===== src/rtm_pkg.sv =====
/*
 * Shared constants and types for the reload timer with comparator capture.
 * Assumes an 8-bit register port with a 3-bit word address and a single 100 MHz clock.
 */
package rtm_pkg;

   // register offsets
   localparam logic [2:0] OFS_CTRL      = 3'h0;
   localparam logic [2:0] OFS_RELOAD_LO = 3'h1;
   localparam logic [2:0] OFS_RELOAD_HI = 3'h2;
   localparam logic [2:0] OFS_COUNT_LO  = 3'h3;
   localparam logic [2:0] OFS_COUNT_HI  = 3'h4;
   localparam logic [2:0] OFS_CLK_CTRL  = 3'h5;
   localparam logic [2:0] OFS_INT_EN    = 3'h6;
   localparam logic [2:0] OFS_STATUS    = 3'h7;

   // field positions in the clock control, interrupt enable and status registers
   localparam int CLK_LOW_SEL_BIT  = 0;
   localparam int CLK_HIGH_SEL_BIT = 1;
   localparam int TIMER_IE_BIT     = 7;
   localparam int SYNC_BUSY_BIT    = 0;

   // reset values
   localparam logic [7:0] CTRL_RESET   = 8'h00;
   localparam logic [7:0] BYTE_RESET   = 8'h00;
   localparam logic [1:0] CLKSEL_RESET = 2'h0;

   // counting constants
   localparam logic [7:0]  BYTE_MAX   = 8'hFF;
   localparam logic [15:0] WORD_MAX   = 16'hFFFF;
   localparam logic [3:0]  SYS_DIV    = 4'hC;
   localparam logic [1:0]  EXT_HALF   = 2'h3;
   localparam logic [1:0]  SYNC_TICKS = 2'h3;

   // control register layout, bit 7 down to bit 0
   typedef struct packed {
      logic hi_flag;
      logic lo_flag;
      logic lo_ie;
      logic cap_en;
      logic split;
      logic run;
      logic unused;
      logic ext_sel;
   } rtm_ctrl_t;

   typedef enum logic [1:0] {
      SYNC_IDLE = 2'b01,
      SYNC_BUSY = 2'b10
   } rtm_sync_t;

endpackage


===== src/rtm_prescale.sv =====
/*
 * Clock prescaler: system clock divided by 12 and external oscillator divided by 8,
 * both as one-cycle enable pulses. Assumes ext_clk is sampled on ref_clk.
 */
`timescale 1ns/1ps
module rtm_prescale
(
   // clock and reset
   input  wire logic ref_clk,
   input  wire logic rst_b,
   // sources
   input  wire logic ext_clk,
   input  wire logic suspend,
   // tick enables
   output logic      tick_sys12,
   output logic      tick_ext
);

   logic [3:0] div_cnt;
   logic [3:0] next_div_cnt;
   logic       ext_q;
   logic [1:0] ext_cnt;
   logic [1:0] next_ext_cnt;
   logic       ext_div;
   logic       next_ext_div;
   logic       sync1;
   logic       sync2;
   logic       sync3;
   logic       ext_rise;
   logic       direct_tick;

   assign ext_rise = ext_clk & ~ext_q;

   always_comb
   begin
      next_div_cnt = (div_cnt == rtm_pkg::SYS_DIV - 4'h1) ? 4'h0 : div_cnt + 4'h1;
      next_ext_cnt = ext_cnt;
      next_ext_div = ext_div;
      direct_tick  = 1'b0;
      // four source edges per half period gives divide by 8
      if (ext_rise)
      begin
         next_ext_cnt = ext_cnt + 2'h1;
         if (ext_cnt == rtm_pkg::EXT_HALF)
         begin
            next_ext_div = ~ext_div;
            direct_tick  = ~ext_div;
         end
      end
   end

   always_ff @(posedge ref_clk)
   begin
      if (!rst_b)
      begin
         div_cnt <= 4'h0;
         ext_q   <= 1'b0;
         ext_cnt <= 2'h0;
         ext_div <= 1'b0;
         sync1   <= 1'b0;
         sync2   <= 1'b0;
         sync3   <= 1'b0;
      end
      else
      begin
         div_cnt <= next_div_cnt;
         ext_q   <= ext_clk;
         ext_cnt <= next_ext_cnt;
         ext_div <= next_ext_div;
         sync1   <= ext_div;
         sync2   <= sync1;
         sync3   <= sync2;
      end
   end

   assign tick_sys12 = (div_cnt == rtm_pkg::SYS_DIV - 4'h1);
   // suspended oscillator: divided wave drives the count without the sync delay
   assign tick_ext   = suspend ? direct_tick : (sync2 & ~sync3);

endmodule


===== src/rtm_edge.sv =====
/*
 * Comparator rising-edge detector with a two-stage synchroniser.
 * Assumes cmp_out may change at any time relative to ref_clk.
 */
`timescale 1ns/1ps
module rtm_edge
(
   // clock and reset
   input  wire logic ref_clk,
   input  wire logic rst_b,
   // comparator
   input  wire logic cmp_out,
   output logic      cmp_rise
);

   logic s1;
   logic s2;
   logic s3;

   always_ff @(posedge ref_clk)
   begin
      if (!rst_b)
      begin
         s1 <= 1'b0;
         s2 <= 1'b0;
         s3 <= 1'b0;
      end
      else
      begin
         s1 <= cmp_out;
         s2 <= s1;
         s3 <= s2;
      end
   end

   // low sample then high sample, both past the metastable stage
   assign cmp_rise = s2 & ~s3;

endmodule


===== src/rtm_timer.sv =====
/*
 * Reload timer with comparator capture: 16-bit or split dual 8-bit auto-reload,
 * capture of comparator rising edges, suspend-mode wake-up, register port.
 * Assumes a bus master that strobes one cycle and takes read data the next cycle.
 */
// The placing of the registers and the address-and-strobe port were decided locally.
`timescale 1ns/1ps
// Overview of operation
// - Counter is two 8-bit halves; split bit picks 16-bit or dual 8-bit reload.
// - Clock choices: system clock, system clock / 12, external clock / 8.
// - Divided external clock synchronised except in suspend, where it drives directly.
// - Counting continues in suspend; a 16-bit or high-half overflow requests wake-up.
// - Other wake source: busy flag high for three external clock / 8 ticks; software waits.
// - 16-bit wrap from FFFF loads the reload word and sets the high flag.
// - Timer interrupt enable bit 7 raises an interrupt on each 16-bit overflow.
// - In 16-bit mode low-byte enable also interrupts on low byte wrap.
// - Split mode: halves reload independently from their own reload bytes.
// - Split mode: run bit gates only the high half; low half always counts.
// - Split mode: per-half select, 1 system clock, else external-select choice.
// - Split mode: each half's wrap sets its own overflow flag.
// - Split mode: high wrap interrupts, low wrap too when low enable set.
// - Overflow flags are cleared only by software writing zero.
// - Capture (16-bit mode only): comparator rise copies counter to reload and sets high flag.
// - External-select bit: 0 system clock / 12, 1 external clock / 8.
// - Low flag sets on every low half wrap, in any mode.
module rtm_timer
(
   // clock and reset
   input  wire logic       ref_clk,
   input  wire logic       rst_b,
   // register port
   input  wire logic [2:0] reg_addr,
   input  wire logic [7:0] reg_wdata,
   input  wire logic       reg_wr,
   input  wire logic       reg_rd,
   output logic      [7:0] reg_rdata,
   // outside sources
   input  wire logic       ext_clk,
   input  wire logic       cmp_out,
   input  wire logic       suspend,
   // status outputs
   output logic            timer_irq,
   output logic            wake_req,
   output logic            sync_busy_flag
);

   rtm_pkg::rtm_ctrl_t ctrl;
   rtm_pkg::rtm_ctrl_t next_ctrl;
   logic [7:0]         cnt_l;
   logic [7:0]         cnt_h;
   logic [7:0]         rl_l;
   logic [7:0]         rl_h;
   logic [7:0]         next_cnt_l;
   logic [7:0]         next_cnt_h;
   logic [7:0]         next_rl_l;
   logic [7:0]         next_rl_h;
   logic [1:0]         clk_sel;
   logic [1:0]         next_clk_sel;
   logic               timer_ie;
   logic               next_timer_ie;
   logic [7:0]         next_rdata;
   logic               next_wake;
   logic               tick_sys12;
   logic               tick_ext;
   logic               cmp_rise;
   logic               tick_l;
   logic               tick_h;
   logic               ov_l;
   logic               ov_h;
   logic               cap_hit;
   logic               set_hi;
   logic               set_lo;
   rtm_pkg::rtm_sync_t sync_st;
   rtm_pkg::rtm_sync_t next_sync_st;
   logic [1:0]         sync_cnt;
   logic [1:0]         next_sync_cnt;
   logic               susp_q;
   logic               woke;
   logic               next_woke;

   // per-half tick: 1 system clock, 0 external-select choice
   function automatic logic tick_pick(input logic sys_sel, input logic ext_sel,
                                      input logic t12, input logic text);
      tick_pick = sys_sel ? 1'b1 : (ext_sel ? text : t12);
   endfunction

   rtm_prescale u_prescale
   (
      .ref_clk    (ref_clk),
      .rst_b      (rst_b),
      .ext_clk    (ext_clk),
      .suspend    (suspend),
      .tick_sys12 (tick_sys12),
      .tick_ext   (tick_ext)
   );

   rtm_edge u_edge
   (
      .ref_clk  (ref_clk),
      .rst_b    (rst_b),
      .cmp_out  (cmp_out),
      .cmp_rise (cmp_rise)
   );

   // 16-bit mode runs on the low half's select
   assign tick_l = tick_pick(clk_sel[rtm_pkg::CLK_LOW_SEL_BIT], ctrl.ext_sel,
                             tick_sys12, tick_ext);
   assign tick_h = tick_pick(clk_sel[rtm_pkg::CLK_HIGH_SEL_BIT], ctrl.ext_sel,
                             tick_sys12, tick_ext);

   always_comb
   begin
      next_cnt_l    = cnt_l;
      next_cnt_h    = cnt_h;
      next_rl_l     = rl_l;
      next_rl_h     = rl_h;
      next_ctrl     = ctrl;
      next_clk_sel  = clk_sel;
      next_timer_ie = timer_ie;
      ov_l          = 1'b0;
      ov_h          = 1'b0;
      cap_hit       = 1'b0;
      if (!ctrl.split)
      begin
         if (ctrl.run && tick_l)
         begin
            ov_l = (cnt_l == rtm_pkg::BYTE_MAX);
            ov_h = ({cnt_h, cnt_l} == rtm_pkg::WORD_MAX);
            if (ov_h)
            begin
               {next_cnt_h, next_cnt_l} = {rl_h, rl_l};
            end
            else
            begin
               {next_cnt_h, next_cnt_l} = {cnt_h, cnt_l} + 16'h0001;
            end
         end
         // capture takes the count as it stands before this cycle's increment
         if (ctrl.cap_en && cmp_rise)
         begin
            cap_hit   = 1'b1;
            next_rl_h = cnt_h;
            next_rl_l = cnt_l;
         end
      end
      else
      begin
         if (tick_l)
         begin
            ov_l       = (cnt_l == rtm_pkg::BYTE_MAX);
            next_cnt_l = ov_l ? rl_l : cnt_l + 8'h01;
         end
         if (ctrl.run && tick_h)
         begin
            ov_h       = (cnt_h == rtm_pkg::BYTE_MAX);
            next_cnt_h = ov_h ? rl_h : cnt_h + 8'h01;
         end
      end
      set_hi = ov_h | cap_hit;
      set_lo = ov_l;
      // software writes win over counting; flag sets win over a clearing write
      if (reg_wr)
      begin
         case (reg_addr)
            rtm_pkg::OFS_CTRL:
            begin
               next_ctrl        = rtm_pkg::rtm_ctrl_t'(reg_wdata);
               next_ctrl.unused = 1'b0;
            end
            rtm_pkg::OFS_RELOAD_LO: next_rl_l = reg_wdata;
            rtm_pkg::OFS_RELOAD_HI: next_rl_h = reg_wdata;
            rtm_pkg::OFS_COUNT_LO:  next_cnt_l = reg_wdata;
            rtm_pkg::OFS_COUNT_HI:  next_cnt_h = reg_wdata;
            rtm_pkg::OFS_CLK_CTRL:  next_clk_sel = reg_wdata[1:0];
            rtm_pkg::OFS_INT_EN:    next_timer_ie = reg_wdata[rtm_pkg::TIMER_IE_BIT];
            default:                next_ctrl = next_ctrl;
         endcase
      end
      next_ctrl.hi_flag = next_ctrl.hi_flag | set_hi;
      next_ctrl.lo_flag = next_ctrl.lo_flag | set_lo;
      next_wake = suspend & ov_h;
      next_rdata = 8'h00;
      if (reg_rd)
      begin
         case (reg_addr)
            rtm_pkg::OFS_CTRL:      next_rdata = ctrl;
            rtm_pkg::OFS_RELOAD_LO: next_rdata = rl_l;
            rtm_pkg::OFS_RELOAD_HI: next_rdata = rl_h;
            rtm_pkg::OFS_COUNT_LO:  next_rdata = cnt_l;
            rtm_pkg::OFS_COUNT_HI:  next_rdata = cnt_h;
            rtm_pkg::OFS_CLK_CTRL:  next_rdata = {6'h00, clk_sel};
            rtm_pkg::OFS_INT_EN:    next_rdata = {timer_ie, 7'h00};
            rtm_pkg::OFS_STATUS:    next_rdata = {7'h00, sync_st == rtm_pkg::SYNC_BUSY};
            default:                next_rdata = 8'h00;
         endcase
      end
   end

   always_ff @(posedge ref_clk)
   begin
      if (!rst_b)
      begin
         ctrl      <= rtm_pkg::rtm_ctrl_t'(rtm_pkg::CTRL_RESET);
         cnt_l     <= rtm_pkg::BYTE_RESET;
         cnt_h     <= rtm_pkg::BYTE_RESET;
         rl_l      <= rtm_pkg::BYTE_RESET;
         rl_h      <= rtm_pkg::BYTE_RESET;
         clk_sel   <= rtm_pkg::CLKSEL_RESET;
         timer_ie  <= 1'b0;
         reg_rdata <= 8'h00;
         wake_req  <= 1'b0;
      end
      else
      begin
         ctrl      <= next_ctrl;
         cnt_l     <= next_cnt_l;
         cnt_h     <= next_cnt_h;
         rl_l      <= next_rl_l;
         rl_h      <= next_rl_h;
         clk_sel   <= next_clk_sel;
         timer_ie  <= next_timer_ie;
         reg_rdata <= next_rdata;
         wake_req  <= next_wake;
      end
   end

   // level from the sticky flags; the cpu finds the source from both flags
   assign timer_irq = timer_ie & (ctrl.hi_flag | (ctrl.lo_ie & ctrl.lo_flag));

   // busy window after a wake that the timer did not cause
   always_comb
   begin
      next_sync_st  = sync_st;
      next_sync_cnt = sync_cnt;
      next_woke     = woke;
      if (next_wake)
      begin
         next_woke = 1'b1;
      end
      case (sync_st)
         rtm_pkg::SYNC_IDLE:
         begin
            if (susp_q && !suspend)
            begin
               next_woke = 1'b0;
               if (!woke)
               begin
                  next_sync_st  = rtm_pkg::SYNC_BUSY;
                  next_sync_cnt = 2'h0;
               end
            end
         end
         rtm_pkg::SYNC_BUSY:
         begin
            if (tick_ext)
            begin
               next_sync_cnt = sync_cnt + 2'h1;
               if (sync_cnt == rtm_pkg::SYNC_TICKS - 2'h1)
               begin
                  next_sync_st = rtm_pkg::SYNC_IDLE;
               end
            end
         end
         default: next_sync_st = rtm_pkg::SYNC_IDLE;
      endcase
   end

   always_ff @(posedge ref_clk)
   begin
      if (!rst_b)
      begin
         sync_st  <= rtm_pkg::SYNC_IDLE;
         sync_cnt <= 2'h0;
         susp_q   <= 1'b0;
         woke     <= 1'b0;
      end
      else
      begin
         sync_st  <= next_sync_st;
         sync_cnt <= next_sync_cnt;
         susp_q   <= suspend;
         woke     <= next_woke;
      end
   end

   assign sync_busy_flag = (sync_st == rtm_pkg::SYNC_BUSY);
endmodule


===== config.mk =====
export PLATFORM = sky130hd
export DESIGN_NAME = rtm_timer
export DESIGN_NICKNAME = d
export VERILOG_FILES = /design/src/rtm_pkg.sv /design/src/rtm_prescale.sv /design/src/rtm_edge.sv /design/src/rtm_timer.sv
export SDC_FILE = /design/constraint.sdc
export NUM_CORES = 1
export LEC_CHECK = 0
export BUFFER_PORTS_ARGS = -buffer_cell sky130_fd_sc_hd__buf_2
export CAP_MARGIN = 25
export CORE_ASPECT_RATIO = 1.4
export CORE_MARGIN = 10
export CORE_UTILIZATION = 30
export DETAILED_ROUTE_END_ITERATION = 6
export GPL_ROUTABILITY_DRIVEN = 0
export PLACE_DENSITY_LB_ADDON = 0.1
export SLEW_MARGIN = 10
export SYNTH_ARGS = -nofsm -noshare
export SYNTH_HDL_FRONTEND = slang
export SYNTH_SLANG_ARGS = --single-unit
export TNS_END_PERCENT = 30

===== constraint.sdc =====
create_clock -name ref_clk -period 3.8 [get_ports ref_clk]
set_input_delay 0.57 -clock ref_clk [delete_from_list [all_inputs] [get_ports ref_clk]]
set_output_delay 0.57 -clock ref_clk [all_outputs]
set_load 0.02 [all_outputs]

# Yosys cells after proc, flatten, opt, wreduce, memory -nomap -nowiden
# Cells that the tools add are included.
dict set report word_totals {
  ff_bits 71
  latchBits 0
  ramBits 0
  romBits 0
  inputBits 18
  output_inout_bits 11
  mem_count 0
}
dict set report classes {
  n_addsub 6
  multipliers 0
  n_div 0
  magnitude_cmp 0
  eq_ne 19
  shift 0
  mux 51
  n_bitwise 15
  reduce_logical 15
}
# cell n
set ops {}
lappend ops {{8-bit 2-to-1 mux} 24}
lappend ops {{8-bit case mux with 8 select lines} 1}
lappend ops {{1-bit 2-to-1 mux} 17}
lappend ops {{16-bit by 1-bit adder with 16-bit output (second input constant)} 1}
lappend ops {{8-bit by 1-bit adder with 8-bit output (second input constant)} 2}
lappend ops {{16-bit equality test (second input constant)} 1}
lappend ops {{8-bit equality test (second input constant)} 2}
lappend ops {{2-bit 2-to-1 mux} 7}
lappend ops {{3-bit equality test (second input constant)} 4}
lappend ops {{2-bit AND reduction} 5}
lappend ops {{2-bit case mux with 2 select lines} 2}
lappend ops {{4-bit AND reduction} 2}
lappend ops {{1-bit AND} 6}
lappend ops {{2-bit equality test (second input constant)} 3}
lappend ops {{3-bit by 2-bit equality test with 1-bit output (second input constant)} 2}
lappend ops {{1-bit NOT} 5}
lappend ops {{2-bit by 1-bit adder with 2-bit output (second input constant)} 2}
lappend ops {{4-bit by 1-bit adder with 4-bit output (second input constant)} 1}
lappend ops {{4-bit equality test (second input constant)} 1}
lappend ops {{1-bit logical AND} 4}
lappend ops {{2-bit by 1-bit != test with 1-bit output (second input constant)} 2}
lappend ops {{2-bit != test (second input constant)} 2}
lappend ops {{1-bit bitwise OR} 4}
lappend ops {{3-bit by 1-bit equality test with 1-bit output (second input constant)} 1}
lappend ops {{other kinds (5)} 5}

# Depth between registers and ports, before layout
dict set report logic_depth {
  word_depth 13
  mapped_depth 8
  ltp_nobuf 7
}

# Modules after synthesis
# A second synthesis with hierarchy kept.
dict set report unflattened {
  cells_unflattened 512
  area_unflattened_um2 4250.3
}
# mod n_inst cells_each area_each_um2
set by_module_without_submodules {}
lappend by_module_without_submodules {rtm_timer 1 463 3724.8}
lappend by_module_without_submodules {rtm_prescale 1 42 432.9}
lappend by_module_without_submodules {rtm_edge 1 7 92.6}

# Worst setup path after synthesis
# No wires, ideal clock.
dict set report synth_path {
  path_kind {reg2reg}
  startpoint {register cnt_l[1]}
  endpoint {register cnt_h[1]}
  arrival_time_ps 1923
  required_ps 3669
  slack_ps 1746
  path_stages_with_launch 9
  path_buffers 1
  synth_period_minus_slack_ps 2054
  cell_sequence {dfxtp_1 -> ha_1 -> nand3_2 -> nor4_4 -> buf_6 -> mux2i_1 -> a21oi_1 -> a32oi_1 -> a21oi_1}
}
dict set report synth_via {
  elab_chain_cells 6
}
# element line_no
set synth_rtl {}
lappend synth_rtl {{from (decl)} rtm_timer.sv:49} ;# logic [7:0] cnt_l;
lappend synth_rtl {{from (signal assigned)} rtm_timer.sv:204} ;# cnt_l <= rtm_pkg::BYTE_RESET;
lappend synth_rtl {{from (signal assigned)} rtm_timer.sv:216} ;# cnt_l <= next_cnt_l;
lappend synth_rtl {{16-bit by 1-bit adder with 16-bit output / 16-bit equality test (equally long branches)} {rtm_timer.sv:135, rtm_timer.sv:128}}
lappend synth_rtl {{8-bit 2-to-1 mux *} rtm_timer.sv:129} ;# if (ov_h)
lappend synth_rtl {{8-bit 2-to-1 mux *} rtm_timer.sv:125} ;# if (ctrl.run && tick_l)
lappend synth_rtl {{8-bit 2-to-1 mux *} rtm_timer.sv:123} ;# if (!ctrl.split)
lappend synth_rtl {{8-bit 2-to-1 mux} rtm_timer.sv:164} ;# case (reg_addr)
lappend synth_rtl {{8-bit 2-to-1 mux *} rtm_timer.sv:162} ;# if (reg_wr)
lappend synth_rtl {{to (signal assigned)} rtm_timer.sv:205} ;# cnt_h <= rtm_pkg::BYTE_RESET;
lappend synth_rtl {{to (signal assigned)} rtm_timer.sv:217} ;# cnt_h <= next_cnt_h;
lappend synth_rtl {{to (decl)} rtm_timer.sv:50} ;# logic [7:0] cnt_h;
# Every way passes the cells marked *; elsewhere a longest branch is shown, timed or not.
# A chain may end at the register's enable or synchronous reset.

# Worst setup path after layout
dict set report layout_path {
  startpoint {register cnt_l[0]}
  endpoint {register cnt_h[1]}
}
# The elaborated chain is that of the path after synthesis.

==> flow_summary.toml <==
[status]
outcome = "finished clean"

[yosys]
synthesis.instances = 538
synth_edf_count = 0
synth_top_flop_cell = "sky130_fd_sc_hd__dfxtp_1"
synth_compound_gate_area_share_pct = 25.1
netlist_area_um2 = 4190
synthMuxAreaShare_pct = 7.80
yosys.area_share.xor_xnor_pct = 0.837
post_synthesis_net_count = 561
main_combinational_cell_family_by_area_after_synthesis = "simple AND/OR/NAND/NOR gates"
syn_avg_cell_area_um2 = 7.78
synthSimpleGateAreaFrac_pct = 25.5
ys_seq_area_share_pct = 34.0
synthDistinctLibCells = 61
synth_fa_ha_area_share_pct = 1.49
ys_seq_elements = 71
async_reset_ff_share_pct = 0
yosysWarnings = 0

[sta]
final-hold-violation-count = 0
finalCritPeriodShare_pct = 64.9
finalHoldWorstSlack_ns = 0.437
final_critical_path_setup_slack_ns = 1.33
finalSetupTns_ns = 0
period_needed_ns = 2.47
tightest_slew_ns = 0.739
fin_skew_ns = 0.00884
final-setup-viol-count = 0
timing.final.max_slew_violations = 0
slew_headroom_pct = 50.4
rsz0062_at_grt = "false"
clock.fmax_mhz = 406

[floorplan]
fp.dieW_um = 120
die_height_um = 160
die_area_um2 = 19100
floorplan.core_area_um2 = 13800
cell_row_count = 51
initial_cell_density_of_the_core_pct = 30.4
floorplan.io_pins = 29

[run]
timing.max_cap.violations = 0

[power]
power_switching_share_pct = 26.9
power.density_cell_area_nw_per_um2 = 387
power.clock.fraction_pct = 47.6
power.ir.vdd_worst_uv = 198
p_int_mw = 1.34
combinationalPowerShare_pct = 8.6
power.net_switching_mw = 0.493
power.leakage_nw = 1.63
seqPwrFrac_pct = 43.9

[drt]
drtPass1Iterations = 4
drt.antenna.violating_nets = 0
drt_iter0_drc = 229
routed_wirelength_um = 15100
detailroute.via_count = 4129
wire_per_inst_um = 20.7
count_of_unresolved_drc_violations_after_routing = 0
avgViaCountPerCell = 5.64

[global_routing]
grt_first_pass_wirelength_um = 23300
overflow = 0
grt_start_max_net_pins = 38
first_global_vias = 3862
gr-usage-all-layers_pct = 15.5
antenna_found_initial = 0

[setup_path]
cp_common_cell = "sky130_fd_sc_hd__a21oi_1"
cp_cell_sequence = "ha_1, nand3_2, nor4_4, buf_4, mux2i_1, a21oi_1, a32oi_1, a21oi_1"
critical_path.max_fanout = 16
timing.critical_path.slowest_stage_cell = "sky130_fd_sc_hd__dfxtp_1"
worst_path_dominant_cell_family = "simple AND/OR/NAND/NOR gates"
worst-endpoint-required_ns = 4.00
cpPeakStageDelay_ns = 0.54
endpoint_kind = "flop"
critical_path_class = "reg2reg"
crit_path_start_kind = "flop"
critPathArrivalTime_ns = 2.67
cp_num_buf_inv = 1

[clocking]
clock_insertion_delay_worst_skew_ns = 0.34
tritoncts = "done"
tritoncts.num_buffers = 9
tritoncts_num_sinks = 71
cts_max_path_buffers = 2
cts_root_buf = "sky130_fd_sc_hd__clkbuf_16"
hold_buffers = 0
cts-resized-gates = 0
cts_max_level = 3
clkSlewWorstSetupHoldPaths_ns = 0.06
post_cts_buffers = 0

[layout]
post_layout_nonfiller_instances = 732
finish.net_count = 565
drive_gt1_share_pct = 11.3
num_antenna_cells = 0
n_fill_cell = 1522
post-route-util_pct = 34.3
areaGrowthSynthToFinish_pct = 13.0

[worst_hold_path]
min_path_type = "reg2reg"

[place]
hpwlAfterDp_um = 10800
port_buffers = 28
count_of_placed_standard_cells_including_taps = 716
dp_slack_ns = 1.20
[per-stage QoR]
stage / power, mW / area, um^2
after CTS: 1.85 / 4730
after global routing: 1.91 / 4730
after detailed placement: 0.976 / 4430
after floorplan: 0.912 / 4190
final: 1.83 / 4730
after global placement: 0.976 / 4430
[flip-flops by register name (all words and copies together) (netlist names), 2 cells and up]
name / count
sync_st: 2
ctrl: 7
cnt_h: 8
clk_sel: 2
reg_rdata: 8
rl_l: 8
cnt_l: 8
u_prescale.div_cnt: 4
u_prescale.ext_cnt: 2
rl_h: 8
sync_cnt: 2
[cell usage after synthesis, types with 3 or more instances]
| cell type | count | share of area (%) |
|---|---|---|
| sky130_fd_sc_hd__nand3_1 | 25 | 3.0 |
| sky130_fd_sc_hd__nor3_1 | 18 | 2.2 |
| sky130_fd_sc_hd__and3_1 | 7 | 1.0 |
| sky130_fd_sc_hd__or3_1 | 5 | 0.75 |
| sky130_fd_sc_hd__nor3b_1 | 3 | 0.54 |
| sky130_fd_sc_hd__o22ai_1 | 6 | 0.90 |
| sky130_fd_sc_hd__ha_1 | 5 | 1.5 |
| sky130_fd_sc_hd__buf_2 | 9 | 1.1 |
| sky130_fd_sc_hd__nor2b_1 | 13 | 1.9 |
| sky130_fd_sc_hd__a211o_1 | 4 | 0.84 |
| sky130_fd_sc_hd__and2_1 | 12 | 1.8 |
| sky130_fd_sc_hd__a311oi_1 | 5 | 1.0 |
| sky130_fd_sc_hd__a31oi_1 | 10 | 1.5 |
| sky130_fd_sc_hd__nand3b_1 | 4 | 0.72 |
| sky130_fd_sc_hd__o2111ai_1 | 4 | 0.84 |
| sky130_fd_sc_hd__a21oi_1 | 40 | 4.8 |
| sky130_fd_sc_hd__o31a_1 | 3 | 0.63 |
| sky130_fd_sc_hd__mux2i_1 | 27 | 6.5 |
| sky130_fd_sc_hd__mux2_2 | 3 | 0.81 |
| sky130_fd_sc_hd__nand2_1 | 46 | 4.1 |
| sky130_fd_sc_hd__a211oi_1 | 14 | 2.5 |
| sky130_fd_sc_hd__clkbuf_1 | 25 | 2.2 |
| sky130_fd_sc_hd__buf_1 | 3 | 0.27 |
| sky130_fd_sc_hd__o211ai_1 | 12 | 2.2 |
| sky130_fd_sc_hd__dfxtp_1 | 71 | 34 |
| sky130_fd_sc_hd__nand4_1 | 4 | 0.60 |
| sky130_fd_sc_hd__nand2b_1 | 4 | 0.60 |
| sky130_fd_sc_hd__inv_1 | 12 | 1.1 |
| sky130_fd_sc_hd__a21o_1 | 3 | 0.54 |
| sky130_fd_sc_hd__nor2_1 | 62 | 5.6 |
| sky130_fd_sc_hd__o21ai_0 | 40 | 4.8 |
[power by group through the flow]
stage	Clock (mW)	Combinational, mW	Sequential (mW)
floorplan	0	0.109	0.804
global placement	0	0.157	0.819
detailed placement	0	0.157	0.819
CTS	0.890	0.158	0.802
global route	0.924	0.175	0.806
finish	0.871	0.157	0.803
[cell families (layout without fill, tap and decap cells)]
| family | count (synthesis) | count (layout) |
|---|---|---|
| xor gates and xnor gates | 4 | 4 |
| AOI/OAI and AO/OA | 161 | 161 |
| buffers and inverters | 53 | 62 |
| adders and majority gates | 5 | 5 |
| DFF | 71 | 71 |
| muxes | 31 | 31 |
| and+or+nand+nor | 213 | 213 |
[worst register-to-register path: cells and delay by family (launching register included)]
kind | cells | cell delay, ns
AND/OR/NAND/NOR | 2 | 0.57
flip-flops | 1 | 0.54
AO/OA/AOI/OAI | 3 | 0.36
adder cells (fa/ha/maj) | 1 | 0.34
buffers and inverters | 1 | 0.30
multiplexers | 1 | 0.21
[routing by layer]
metal	GRT usage (%)	wire, um	vias to the layer above
met5	0	0	-
met4	5.17	354	0
met3	2.54	612	22
met2	27.0	7890	106
met1	18.7	6270	2025
li1	-	-	1976
[cell usage in the layout (no fill, tap or decap), types with 7 or more instances in the layout]
master,count
sky130_fd_sc_hd__clkbuf_16,9
sky130_fd_sc_hd__a21oi_1,40
sky130_fd_sc_hd__and2_1,12
sky130_fd_sc_hd__o21ai_0,40
sky130_fd_sc_hd__nand2_1,46
sky130_fd_sc_hd__nor3_1,18
sky130_fd_sc_hd__a31oi_1,10
sky130_fd_sc_hd__nand3_1,25
sky130_fd_sc_hd__nor2b_1,13
sky130_fd_sc_hd__inv_1,12
sky130_fd_sc_hd__a211oi_1,14
sky130_fd_sc_hd__nor2_1,62
sky130_fd_sc_hd__mux2i_1,27
sky130_fd_sc_hd__buf_2,28
sky130_fd_sc_hd__o211ai_1,12
sky130_fd_sc_hd__and3_1,7
sky130_fd_sc_hd__dfxtp_1,71
[area by class of cell]
cell class | instances | area, um^2 | share of cell area [%]
Tap cell | 185 | 231 | 4.89
Clock buffer | 10 | 229 | 4.84
Clock inverter | 6 | 67.6 | 1.43
Multi-Input combinational cell | 414 | 2550 | 54.0
Timing Repair Buffer | 33 | 178 | 3.76
Inverter | 13 | 48.8 | 1.03
Sequential cell | 71 | 1420 | 30.1
[worst paths after layout]
path              startpoint   endpoint  slack [ns]  cells past startpoint
hold reg to reg    u_edge.s1  u_edge.s2        0.44                      1
hold / removal     u_edge.s1  u_edge.s2        0.44                      1
setup reg to reg    cnt_l[0]   cnt_h[1]        1.33                      8
setup / recovery    cnt_l[0]   cnt_h[1]        1.33                      8
Note: power is estimated with default switching activity, not from simulation.
